==> src/plr_pkg.sv <==
`default_nettype none
package plr_pkg;

    // ========================================
    // clock and observation timing
    localparam int unsigned CLK_HZ = 10_000_000;
    localparam int unsigned OBS_TIME_S = 30;
    localparam int unsigned OBS_CYCLES = OBS_TIME_S * CLK_HZ;
    localparam int unsigned CNT_W = 32;

    // ========================================
    // recovery mode encodings
    typedef enum logic [1:0] {
        PLR_MODE_TURN_ON = 2'b00,
        PLR_MODE_REMAIN_OFF = 2'b01,
        PLR_MODE_LAST_STATE = 2'b10
    } plr_mode_t;

    // ========================================
    // sequencer states
    typedef enum logic [2:0] {
        PLR_ST_POR = 3'b000,
        PLR_ST_DECIDE = 3'b001,
        PLR_ST_OFF = 3'b010,
        PLR_ST_ON = 3'b011,
        PLR_ST_WATCH = 3'b100,
        PLR_ST_LOST = 3'b101
    } plr_state_t;

    // ========================================
    // reset values
    localparam logic SUPPLY_ON_N_RST = 1'b1;
    localparam logic LAST_ON_RST = 1'b0;

    // ========================================
    // status carrier
    typedef struct packed {
        logic loss_seen;
        logic off_confirmed;
        logic watching;
        logic auto_on;
    } plr_status_t;

    localparam plr_status_t STATUS_RST = '{
        loss_seen: 1'b0,
        off_confirmed: 1'b0,
        watching: 1'b0,
        auto_on: 1'b0
    };

    // ========================================
    // nonvolatile last-state write request
    typedef struct packed {
        logic wr_en;
        logic last_on;
    } plr_nv_wr_t;

    localparam plr_nv_wr_t NV_WR_RST = '{wr_en: 1'b0, last_on: 1'b0};

endpackage
`default_nettype wire

==> src/plr_power_loss_recovery.sv <==
`timescale 1ns/1ps
`default_nettype none

// Operation
// - keep sampling standby rail after off or loss
// - standby held 30 s means proper switch-off
// - standby lost within 30 s means loss
// - loss means every rail gone, G3
// - three-valued recovery mode setting
// - turn-on mode powers system on at restore
// - remain-off mode keeps system off at restore
// - last-state mode restores prior on/off state
// - 30 s watch only in last-state mode
// - early loss after shutdown may record on
// - setting ignored without standby rail supply
// - active-low supply-on output enables main rails
module plr_power_loss_recovery #(
    parameter int unsigned WATCH_CYCLES = plr_pkg::OBS_CYCLES
) (
    input wire logic ref_clk,
    input wire logic rst,
    input wire logic standby_present,
    input wire logic main_power_req,
    input wire logic [1:0] recovery_mode,
    input wire logic standby_supply,
    input wire logic nv_last_on,
    output logic supply_on_n,
    output plr_pkg::plr_nv_wr_t nv_wr,
    output plr_pkg::plr_status_t status
);

    // ========================================
    // state declarations
    plr_pkg::plr_state_t state_r;
    plr_pkg::plr_state_t state_nxt;
    logic [plr_pkg::CNT_W-1:0] cnt_r;
    logic [plr_pkg::CNT_W-1:0] cnt_nxt;
    logic [1:0] mode_r;
    logic [1:0] mode_nxt;
    logic atx_r;
    logic atx_nxt;
    logic force_on_r;
    logic force_on_nxt;
    logic req_d_r;
    logic req_d_nxt;
    logic supply_on_n_r;
    logic supply_on_n_nxt;
    plr_pkg::plr_nv_wr_t nv_wr_r;
    plr_pkg::plr_nv_wr_t nv_wr_nxt;
    plr_pkg::plr_status_t status_r;
    plr_pkg::plr_status_t status_nxt;

    logic req_rise;
    logic req_fall;
    logic watch_done;
    logic want_on;

    assign req_rise = main_power_req & ~req_d_r;
    assign req_fall = ~main_power_req & req_d_r;
    assign watch_done = (cnt_r == (WATCH_CYCLES[plr_pkg::CNT_W-1:0] - 1'b1));
    assign want_on = main_power_req | force_on_r;

    // ========================================
    // sequencer next state
    always_comb begin
        state_nxt = state_r;
        cnt_nxt = cnt_r;
        force_on_nxt = force_on_r;
        nv_wr_nxt = plr_pkg::NV_WR_RST;
        status_nxt = status_r;
        status_nxt.watching = 1'b0;
        case (state_r)
            plr_pkg::PLR_ST_POR: begin
                // settings are caught in this cycle by their own group
                state_nxt = plr_pkg::PLR_ST_DECIDE;
            end
            plr_pkg::PLR_ST_DECIDE: begin
                force_on_nxt = 1'b0;
                if (!atx_r) begin
                    // no standby rail: mode has no say
                    state_nxt = plr_pkg::PLR_ST_OFF;
                end else begin
                    case (mode_r)
                        plr_pkg::PLR_MODE_TURN_ON: begin
                            force_on_nxt = 1'b1;
                        end
                        plr_pkg::PLR_MODE_REMAIN_OFF: begin
                            force_on_nxt = 1'b0;
                        end
                        plr_pkg::PLR_MODE_LAST_STATE: begin
                            force_on_nxt = nv_last_on;
                        end
                        default: begin
                            force_on_nxt = 1'b0;
                        end
                    endcase
                    state_nxt = plr_pkg::PLR_ST_OFF;
                end
                status_nxt.auto_on = force_on_nxt;
            end
            plr_pkg::PLR_ST_OFF: begin
                if (atx_r && !standby_present) begin
                    state_nxt = plr_pkg::PLR_ST_LOST;
                end else if (want_on) begin
                    state_nxt = plr_pkg::PLR_ST_ON;
                    if (atx_r) begin
                        nv_wr_nxt.wr_en = 1'b1;
                        nv_wr_nxt.last_on = 1'b1;
                    end
                end
            end
            plr_pkg::PLR_ST_ON: begin
                // hand over to the chipset once it asks itself
                if (req_rise) begin
                    force_on_nxt = 1'b0;
                end
                if (atx_r && !standby_present) begin
                    state_nxt = plr_pkg::PLR_ST_LOST;
                end else if (req_fall || (!main_power_req && !force_on_r)) begin
                    force_on_nxt = 1'b0;
                    status_nxt.off_confirmed = 1'b0;
                    cnt_nxt = '0;
                    if (atx_r && (mode_r == plr_pkg::PLR_MODE_LAST_STATE)) begin
                        // last state stays on until the watch ends
                        state_nxt = plr_pkg::PLR_ST_WATCH;
                    end else begin
                        state_nxt = plr_pkg::PLR_ST_OFF;
                        if (atx_r) begin
                            nv_wr_nxt.wr_en = 1'b1;
                            nv_wr_nxt.last_on = 1'b0;
                        end
                    end
                end
            end
            plr_pkg::PLR_ST_WATCH: begin
                status_nxt.watching = 1'b1;
                if (!standby_present) begin
                    // rail gone early: ac loss, record stays on
                    status_nxt.loss_seen = 1'b1;
                    state_nxt = plr_pkg::PLR_ST_LOST;
                end else if (main_power_req) begin
                    // woken before the watch ended
                    state_nxt = plr_pkg::PLR_ST_ON;
                end else if (watch_done) begin
                    status_nxt.off_confirmed = 1'b1;
                    nv_wr_nxt.wr_en = 1'b1;
                    nv_wr_nxt.last_on = 1'b0;
                    state_nxt = plr_pkg::PLR_ST_OFF;
                end else begin
                    cnt_nxt = cnt_r + 1'b1;
                end
            end
            plr_pkg::PLR_ST_LOST: begin
                // g3: rails off; only reset or rail return leaves
                force_on_nxt = 1'b0;
                status_nxt.loss_seen = 1'b1;
                if (standby_present) begin
                    state_nxt = plr_pkg::PLR_ST_DECIDE;
                end
            end
            default: begin
                state_nxt = plr_pkg::PLR_ST_POR;
            end
        endcase
    end

    // ========================================
    // supply-on drive
    always_comb begin
        supply_on_n_nxt = plr_pkg::SUPPLY_ON_N_RST;
        if (state_nxt == plr_pkg::PLR_ST_ON) begin
            supply_on_n_nxt = 1'b0;
        end
    end

    // ========================================
    // settings capture
    always_comb begin
        mode_nxt = mode_r;
        atx_nxt = atx_r;
        if (state_r == plr_pkg::PLR_ST_POR) begin
            // sampled once only: a later change of straps is ignored
            mode_nxt = recovery_mode;
            atx_nxt = standby_supply;
        end
    end

    // ========================================
    // request edge tracking
    always_comb begin
        req_d_nxt = main_power_req;
    end

    // ========================================
    // state register
    always_ff @(posedge ref_clk) begin
        if (rst) begin
            state_r <= plr_pkg::PLR_ST_POR;
        end else begin
            state_r <= state_nxt;
        end
    end

    // ========================================
    // watch counter register
    // wide counter: the full watch at the slow clock needs 29 bits
    always_ff @(posedge ref_clk) begin
        if (rst) begin
            cnt_r <= '0;
        end else begin
            cnt_r <= cnt_nxt;
        end
    end

    // ========================================
    // mode register
    always_ff @(posedge ref_clk) begin
        if (rst) begin
            mode_r <= plr_pkg::PLR_MODE_TURN_ON;
        end else begin
            mode_r <= mode_nxt;
        end
    end

    // ========================================
    // supply type register
    always_ff @(posedge ref_clk) begin
        if (rst) begin
            atx_r <= 1'b0;
        end else begin
            atx_r <= atx_nxt;
        end
    end

    // ========================================
    // forced-on register
    always_ff @(posedge ref_clk) begin
        if (rst) begin
            force_on_r <= 1'b0;
        end else begin
            force_on_r <= force_on_nxt;
        end
    end

    // ========================================
    // request delay register
    // reset low matches the idle request, so no false edge
    always_ff @(posedge ref_clk) begin
        if (rst) begin
            req_d_r <= 1'b0;
        end else begin
            req_d_r <= req_d_nxt;
        end
    end

    // ========================================
    // supply-on register
    // drives the standby-powered inverter on the carrier
    always_ff @(posedge ref_clk) begin
        if (rst) begin
            supply_on_n_r <= plr_pkg::SUPPLY_ON_N_RST;
        end else begin
            supply_on_n_r <= supply_on_n_nxt;
        end
    end

    // ========================================
    // last-state write register
    always_ff @(posedge ref_clk) begin
        if (rst) begin
            nv_wr_r <= plr_pkg::NV_WR_RST;
        end else begin
            nv_wr_r <= nv_wr_nxt;
        end
    end

    // ========================================
    // status register
    always_ff @(posedge ref_clk) begin
        if (rst) begin
            status_r <= plr_pkg::STATUS_RST;
        end else begin
            status_r <= status_nxt;
        end
    end

    assign supply_on_n = supply_on_n_r;
    assign nv_wr = nv_wr_r;
    assign status = status_r;

endmodule

`default_nettype wire

==> config.mk <==
export PLATFORM = sky130hd
export DESIGN_NAME = plr_power_loss_recovery
export DESIGN_NICKNAME = d
export VERILOG_FILES = /design/src/plr_pkg.sv /design/src/plr_power_loss_recovery.sv
export SDC_FILE = /design/constraint.sdc
export NUM_CORES = 1
export LEC_CHECK = 0
export BUFFER_PORTS_ARGS = -buffer_cell sky130_fd_sc_hd__buf_2
export CAP_MARGIN = 20
export CORE_MARGIN = 4
export CORE_UTILIZATION = 65
export DETAILED_ROUTE_END_ITERATION = 16
export PLACE_DENSITY = 0.91
export SKIP_CTS_REPAIR_TIMING = 1
export SLEW_MARGIN = 20
export SYNTH_ARGS = -nofsm -noshare
export SYNTH_HDL_FRONTEND = slang
export SYNTH_SLANG_ARGS = --single-unit
==> constraint.sdc <==
create_clock -name ref_clk -period 4.9 [get_ports ref_clk]
set_input_delay 1.225 -clock ref_clk [delete_from_list [all_inputs] [get_ports ref_clk]]
set_output_delay 1.225 -clock ref_clk [all_outputs]
set_load 0.02 [all_outputs]
==> metrics, run 1 <==
register clock-pin slew on the reported worst setup and hold paths=0.09 ns; CTS tree=built; DRT iter0 DRCs=216; Worst Path Buf+Inv=1; WP data arrival=3.39 ns; clock group share of total power=0.386; critical path startpoint=main_power_req; Synth cell types=52; H-tree levels=2; core area=0.00374 sq mm; Final Hold Fails=0; vias after detailed routing=2538; Starting Density=0.692; Synth Area per Inst=8.25 sq um; Die Wd=71.1 um; Worst-Margin Slew=0.920 ns; Cell Int Power=582 uW; slew margin rel.=0.387; post-route insts no fill=364; Crit Path Category=primary input to flip-flop; gpl congestion=0.840; P_sw=196 uW; Max Root-Sink Buffers=2; Site Rows=22; layout cell share with drive strength beyond 1=0.104; Worst Skew=0.00904 ns; switching fraction of total power=0.251; final instance area=0.00275 sq mm; Antenna diodes=0; Synth area leaders=dfxtp_1, a21oi_1, o31ai_1, or4_1, nor2_1; final worst-path cycle share=0.646; final core occ=0.735; CP required=5.13 ns; final WL=6120 um; EDFF count, synth=0; Hold Path Class=flip-flop to flip-flop; Final ANT Viol Nets=0; Cell Area, Synth=0.00259 sq mm; clock tree root driver cell=clkbuf_8; Stages on worst setup path=6; first-pass GRT wire length=10200 um; global route overflow=0; PwrDens=283 mW/mm^2; r2r worst-path depth=6; YS warnings=0; placed inst area=0.00263 sq mm; Die Height=71.1 um; Post-synth ARST share=0; Pre-antenna DRT Iters=5; Post-Synthesis Cells=314; reg-to-reg endpoint=cnt_r[13]; top_reg_cell synth=dfxtp_1; Pins Over Slew Limit=0; initial antenna violation count=0; routed length per instance=16.8 um; die area=0.00506 sq mm; Worst setup EP type=flip-flop; largest area contributor in the netlist=dfxtp_1; Syn Nets=323; CP Max Fanout=39; clk sinks=47; Max-Cap Viols=0; Logic pwr share=0.089; DRC=0; Reg2Reg Setup Slack=2.03 ns; crit-path leading delay family=simple AND/OR/NAND/NOR gates; register area share after synthesis=0.363; gr usage total=0.246; slowest CP cell=or4_1; outcome=completed; nets@finish=324; highest clock rate=0.316 GHz; top-level I/O count=15; Area Growth Syn to Fin=6.13%; RSZ-0062 raised after global routing=no; CP Cell Sequence=buf_2 > or4b_1 > o31ai_1 > nand2_2 > or4_1 > a21oi_1; vias in the first global route=2276; Setup crit end=cnt_r[13]; Num CTS Buffers=5; Final Setup Violations=0; Final TNS setup=0 ns; worst skew pair latency=0.31 ns; via/cell ratio=6.97; Buffers on Ports=14; Peak VDD IR=0.183 mV; r2r startpoint=state_r[2]; final worst path period need=3.16 ns; Yosys top cell area share=0.363; pin count of the biggest net entering global routing=40; Setup crit start kind=primary input; P_leak=0.872 nW; dpl cells=356; Crit path largest cell delay=0.64 ns; flops & latches, synth=47; dpl hpwl=4190 um; Reg power frac=0.525
-- final cells by class --
cell class	instances	area, sq um
timing repair buffer	15	77.6
multi-input combinational	237	1520
inverter	9	33.8
fill	313	993
clock inverter	2	35.0
tap	48	60.1
sequential	47	941
clock buffer	6	82.6
-- synthesized netlist by cell type (all sizes together) (2+ instances only) --
library cell	number
o31ai	17
nand3	12
nand4	13
nand2	21
a21o	2
inv	9
and4	5
nand4b	7
nor4	9
o21ai	12
nand3b	2
buf	7
or4b	3
or3	6
nor2	23
mux2i	8
and3	4
or4	17
a31oi	2
dfxtp	47
nor2b	2
o41ai	4
nand2b	9
clkbuf	14
nor3	5
a21oi	32
nor4b	5
xor2	2
-- worst min-delay path: stages, from the launching register on --
cell and delay [ns]:
dfxtp_1 0.34, o31ai_1 0.07, a21oi_1 0.05
-- routing by layer --
metal,vias up,routed length (um),GRT usage
met1,1215,2630,0.311
met2,100,2900,0.394
met3,20,438,0.0597
met4,0,157,0.117
li1,1203,-,-
met5,-,0,0
-- worst min path at each step --
stage                    from         to  slack (ns)  cells past startpoint
finish              cnt_r[23]  cnt_r[23]        0.50                      2
CTS                  cnt_r[7]   cnt_r[7]        0.50                      2
detailed placement   cnt_r[7]   cnt_r[7]        0.49                      2
global placement    status[3]  status[3]        0.45                      2
global route        cnt_r[23]  cnt_r[23]        0.53                      2
floorplan            cnt_r[7]   cnt_r[7]        0.45                      2
-- placed cells by master (no fill, tap or decap), types with 7 or more instances in the layout --
cell type / count
mux2i_1: 8
inv_1: 9
buf_2: 14
nand2b_1: 9
dfxtp_1: 47
nor4_1: 7
o21ai_0: 10
o31ai_1: 17
nor2_1: 23
a21oi_1: 32
nand4b_1: 7
or4_1: 16
nand4_1: 13
nand3_1: 12
nand2_1: 20
-- per-stage QoR --
stage          hold slack, ns  worst slack (ns)  power (mW)
3_3_place_gp            0.449              1.25       0.481
2_1_floorplan           0.455              2.04       0.467
5_1_grt                 0.530              1.55       0.797
6_report                0.496              1.74       0.778
4_1_cts                 0.501              1.42       0.778
3_5_place_dp            0.489              1.12       0.484
-- power groups by stage --
stage	logic, mW	registers, mW	clock network, mW
after floorplan	0.0604	0.407	0
after global placement	0.0660	0.415	0
after detailed placement	0.0681	0.416	0
after CTS	0.0686	0.407	0.302
after global routing	0.0768	0.409	0.311
final	0.0695	0.408	0.300
-- state kept, by name, summed over array words and instances (netlist names) --
name / cells
force_on_r: 1
cnt_r: 32
mode_r: 2
req_d_r: 1
atx_r: 1
supply_on_n: 1
status: 4
nv_wr: 2
state_r: 3
-- cell families after synthesis --
group | Yosys count | share of synthesized area
compound gates | 78 | 0.190
xor+xnor | 2 | 0.00676
fa+ha+maj | 1 | 0.00483
buf+inv | 30 | 0.0546
flops | 47 | 0.363
mux | 8 | 0.0309
simple gates | 148 | 0.350
(Power assumes the default switching activity.)
==> inputs of run 2 (changes only) <==
- CORE_UTILIZATION: 65 -> 54
- PLACE_DENSITY: 0.91 -> 0.82
- clock period: 4.9 -> 2.7 ns (I/O delays scaled with it)
==> run 2 against run 1 <==
Compared with the run above:
- count of clock-buffer cells in the layout up 2
- flip-flop and latch count unchanged
- via count down 2.5%
- first-iteration DRC count down 17%
- sequential power up 80%
- sequential share of layout area down 0.91 points
- non-clock buffer count up 12
==> metrics, run 2 (synthesized netlist as in run 1, its figures left out) <==
final worst path period need=2.30 ns; Pre-antenna DRT Iters=5 (unchanged); commonest cells after routing, fill and taps aside=dfxtp_1, a21oi_1, nor2_1; via/cell ratio=6.51 (-6.6%); multi-input logic area=0.00152 sq mm (-0.16%); core area=0.00450 sq mm (+20%); Power, Total=1.33 mW (+71%); register area=941 sq um (unchanged); Worst Skew=0.00327 ns (-0.00577 ns); Starting Density=0.575 (-0.117); outcome=completed; final WL=5980 um (-2.3%); gpl congestion=0.931 (+11%); CP Max Fanout=39 (unchanged); critical path startpoint=state_r[2]; filler cell count in the final layout=397 (+27%); worst skew pair latency=0.29 ns (-0.02 ns); Crit path largest cell delay=0.52 ns (-0.12 ns); Area Growth Syn to Fin=9.03%; PwrDens=472 mW/mm^2 (+67%); final instance area=0.00283 sq mm (+2.7%); clock tree root driver cell=clkbuf_8; Die Wd=77.3 um (+8.6%); clock group share of total power=0.344 (-0.042); pin count of the biggest net entering global routing=40 (unchanged); Max Root-Sink Buffers=2 (unchanged); final worst-path cycle share=0.852; die area=0.00597 sq mm (+18%); Pins Over Slew Limit=0 (unchanged); Hold Path Class=flip-flop to flip-flop; Site Rows=24 (+9.1%); register clock-pin slew on the reported worst setup and hold paths=0.08 ns (about the same); switching fraction of total power=0.249 (-0.00228); Final Hold Fails=0 (unchanged); Final ANT Viol Nets=0 (unchanged); H-tree levels=2 (unchanged); Peak VDD IR=0.307 mV (+67%); global route overflow=0 (unchanged); Setup WS pre-CTS=0.136 ns (-0.981 ns); r2r worst-path depth=6 (unchanged); highest clock rate=0.434 GHz; Crit Path Category=flip-flop to flip-flop; Worst setup EP type=flip-flop; CP Cell Sequence=or4b_1 > o31ai_1 > nand2_1 > buf_4 > or4_1 > a21oi_1; first-pass GRT wire length=10300 um (+1.1%); Buffers on Ports=14 (unchanged); Reg power frac=0.550 (+0.025); Worst-Margin Slew=0.591 ns (-0.328 ns); r2r startpoint=state_r[2]; dpl hpwl=4160 um (-0.70%); routed length per instance=15.7 um (-6.4%); clk sinks=47 (unchanged); top-level I/O count=15 (unchanged); Final Setup Violations=0 (unchanged); Reg2Reg Setup Slack=0.40 ns (-1.63 ns); Setup crit start kind=flip-flop; P_leak=0.921 nW (+5.6%); placed inst area=0.00273 sq mm (+3.6%); Hold WS=0.485 ns (-0.0109 ns); vias in the first global route=2216 (-2.6%); Logic pwr share=0.107 (+0.018); Final TNS setup=0 ns (unchanged); Setup crit end=cnt_r[4]; DRT iter0 DRCs=179 (-17%); DRC=0 (unchanged); P_sw=332 uW (+70%); Die Height=77.3 um (+8.6%); Max-Cap Viols=0 (unchanged); RSZ-0062 raised after global routing=no; nets@finish=336 (+3.7%); initial antenna violation count=0 (unchanged); Antenna diodes=0 (unchanged); WP data arrival=2.52 ns (-0.87 ns); CTS tree=built; layout cell share with drive strength beyond 1=0.131 (+0.0267); Reg with most FFs=cnt_r; vias after detailed routing=2474 (-2.5%); Num CTS Buffers=5 (unchanged); slew margin rel.=0.602 (+0.216); Cell Int Power=1.00 mW (+72%); Final WS setup=0.398 ns (-1.34 ns); commonest non-fill, non-tap cell in the layout=dfxtp_1; gr usage total=0.207 (-0.0390); max reg flops=32 (unchanged); CP required=2.92 ns (-2.21 ns); reg-to-reg endpoint=cnt_r[4]; slowest CP cell=or4_1
==> run 2: power by group through the flow <==
stage          Clock [mW]  Sequential, mW  Combinational, mW
6_report            0.458           0.733              0.142
5_1_grt             0.494           0.738              0.156
4_1_cts             0.468           0.733              0.141
3_5_place_dp            0           0.750              0.140
3_3_place_gp            0           0.749              0.138
2_1_floorplan           0           0.738              0.110
==> run 2: worst max-delay path, delay by kind of cell, from the launching register on <==
kind | cells | cell delay, ns
buf+inv | 1 | 0.26
compound gates | 2 | 0.33
flops | 1 | 0.51
simple gates | 3 | 1.13
==> run 2: area by class of cell <==
cell class / count / area share
inverter: 9 / 0.0120
tap: 52 / 0.0230
multi-input combinational: 237 / 0.537
timing repair buffer: 27 / 0.0593
clock buffer: 8 / 0.0354
sequential: 47 / 0.333
==> run 2: worst min path at each step <==
stage / from / cells past startpoint / end / slack (ns)
5_1_grt: status[0] / 2 / status[0] / 0.51
3_3_place_gp: status[3] / 2 / status[3] / 0.44
3_5_place_dp: status[3] / 2 / status[3] / 0.47
6_report: status[3] / 2 / status[3] / 0.48
2_1_floorplan: cnt_r[7] / 2 / cnt_r[7] / 0.45
4_1_cts: status[0] / 2 / status[0] / 0.49
==> run 2: layer usage <==
metal | part of all wire | GRT usage
met1 | 0.47 | 0.286
met2 | 0.46 | 0.330
met3 | 0.058 | 0.0398
met4 | 0.016 | 0.0569
met5 | 0 | 0
==> run 2: through the flow <==
stage               std cells   util
global route              380  0.627
finish                    380  0.627
CTS                       380  0.627
global placement          372  0.605
floorplan                 314      -
detailed placement        372  0.605
==> inputs of run 3 (changes only) <==
- CORE_ASPECT_RATIO: unset -> 0.7
==> run 3 against run 2 <==
Compared with the run above:
- die area grew 0.30%
- routed wire length grew 8.7%
- critical endpoint is now cnt_r[27]
- clock skew increased by 0.0037 ns
- critical path depth fell by 1
- core utilization grew 0.99 points
- final cell count is 0.53% higher
==> metrics, run 3 (synthesized netlist as in run 1, its figures left out) <==
core area=0.00448 sq mm (-0.56%); first-pass GRT wire length=11300 um (+9.8%); Worst-Margin Slew=0.626 ns (+0.0347 ns); final worst path period need=2.33 ns (+0.0259 ns); Reg with most FFs=cnt_r; Pre-antenna DRT Iters=5 (unchanged); reg-to-reg endpoint=cnt_r[27]; slew margin rel.=0.579 (-0.0233); DRT iter0 DRCs=239 (+34%); Max-Cap Viols=0 (unchanged); P_leak=0.929 nW (+0.94%); gpl congestion=0.933 (+0.30%); CP required=2.94 ns (+0.02 ns); final core occ=0.637 (+0.00993); clk sinks=47 (unchanged); Final TNS setup=0 ns (unchanged); nets@finish=335 (-0.30%); Worst Skew=0.00693 ns (+0.00367 ns); r2r startpoint=cnt_r[5]; final WL=6500 um (+8.7%); DRC=0 (unchanged); final worst-path cycle share=0.862 (+0.00959); Die Height=66.0 um (-15%); worst skew pair latency=0.31 ns (+0.02 ns); via/cell ratio=6.75 (+3.6%); Max Root-Sink Buffers=2 (unchanged); CP Max Fanout=7 (-82%); register clock-pin slew on the reported worst setup and hold paths=0.09 ns (about the same); gr usage total=0.232 (+0.0244); hold path startpoint=status[3]; Min-Delay Endpoint=status[3]; crit-path leading delay family=simple AND/OR/NAND/NOR gates; Antenna diodes=0 (unchanged); commonest non-fill, non-tap cell in the layout=dfxtp_1; Peak VDD IR=0.264 mV (-14%); max reg flops=32 (unchanged); Starting Density=0.578 (+0.00321); PwrDens=525 mW/mm^2 (+11%); top-level I/O count=15 (unchanged); Pins Over Slew Limit=0 (unchanged); Final Hold Fails=0 (unchanged); commonest cells after routing, fill and taps aside=dfxtp_1, a21oi_1, nor2_1; Final ANT Viol Nets=0 (unchanged); Worst Path Buf+Inv=0 (-1); Hold Path Class=flip-flop to flip-flop; pin count of the biggest net entering global routing=42 (+5.0%); CP Cell Sequence=nand4_1 > nor4_2 > nand4b_1 > or3_1 > a21oi_1; WP data arrival=2.56 ns (+0.04 ns); Final WS setup=0.372 ns (-0.0259 ns); dpl hpwl=4550 um (+9.3%); Crit path largest cell delay=0.66 ns (+0.14 ns); RSZ-0062 raised after global routing=no; outcome=completed; clock tree root driver cell=clkbuf_8; Setup crit start kind=flip-flop; H-tree levels=2 (unchanged); Num CTS Buffers=5 (unchanged); slowest CP cell=nor4_2; vias in the first global route=2415 (+9.0%); Worst setup EP type=flip-flop; vias after detailed routing=2577 (+4.2%); CTS tree=built; r2r worst-path depth=5 (-1); Final Setup Violations=0 (unchanged); Setup WS pre-CTS=0.102 ns (-0.0341 ns); layout cell share with drive strength beyond 1=0.128 (-0.00266); Buffers on Ports=14 (unchanged); Crit Path Category=flip-flop to flip-flop; routed length per instance=17.0 um (+8.2%); Die Wd=90.8 um (+18%); global route overflow=0 (unchanged); highest clock rate=0.430 GHz (-1.1%); initial antenna violation count=0 (unchanged); Site Rows=20 (-17%); Area Growth Syn to Fin=10.1%; hold path cells=2 (unchanged); die area=0.00599 sq mm (+0.30%); Reg2Reg Setup Slack=0.37 ns (-0.03 ns)
==> run 3: cell count changes in the layout (fill, tap and decap cells not counted) <==
cell / change
clkbuf_8: -2
bufinv_16: +2
buf_4: -1
==> run 3: layer usage <==
metal  global-route usage  vias to the layer above  wire length (um)
met5                    0                        -                 0
met4               0.0752                        0                97
met3               0.0421                       10               410
met2                0.355                       89              2730
met1                0.331                     1250              3270
li1                     -                     1228                 -
==> run 3: per-stage QoR <==
stage          instance area (sq um)  hold WS, ns  cells  total power, mW
2_1_floorplan                   2590        0.455    314            0.848
3_3_place_gp                    2720        0.449    374            0.895
3_5_place_dp                    2720        0.460    374            0.900
4_1_cts                         2850        0.483    382             1.50
5_1_grt                         2850        0.523    382             1.55
6_report                        2850        0.478    382             1.50
==> run 3: worst reg2reg max path, stage by stage (launching register included) <==
cell      delay, ns
dfxtp_1        0.43
nand4_1        0.24
nor4_2         0.66
nand4b_1       0.39
or3_1          0.41
a21oi_1        0.14
==> run 3: layout make-up <==
class,instances,area [sq um]
Sequential cell,47,941
Inverter,9,33.8
Timing Repair Buffer,26,160
Clock buffer,6,72.6
Fill cell,390,1630
Multi-Input combinational cell,237,1520
Tap cell,55,68.8
Clock inverter,2,60.1
==> run 3: how the worst max path moves through the flow <==
stage                   startpoint         to  slack, ns  depth (start not counted)
finish                    cnt_r[5]  cnt_r[27]       0.37                          5
global route            state_r[0]  cnt_r[14]       0.21                          7
CTS                     state_r[0]   cnt_r[4]       0.39                          7
detailed placement  main_power_req   cnt_r[4]       0.10                          7
global placement    main_power_req  cnt_r[20]       0.20                          7
floorplan           main_power_req   cnt_r[7]       0.39                          7
==> run 3: where the power goes <==
group | internal [mW] | switching, mW
combinational | 0.0606 | 0.103
sequential | 0.709 | 0.0161
clock | 0.370 | 0.240
total | 1.14 | 0.358
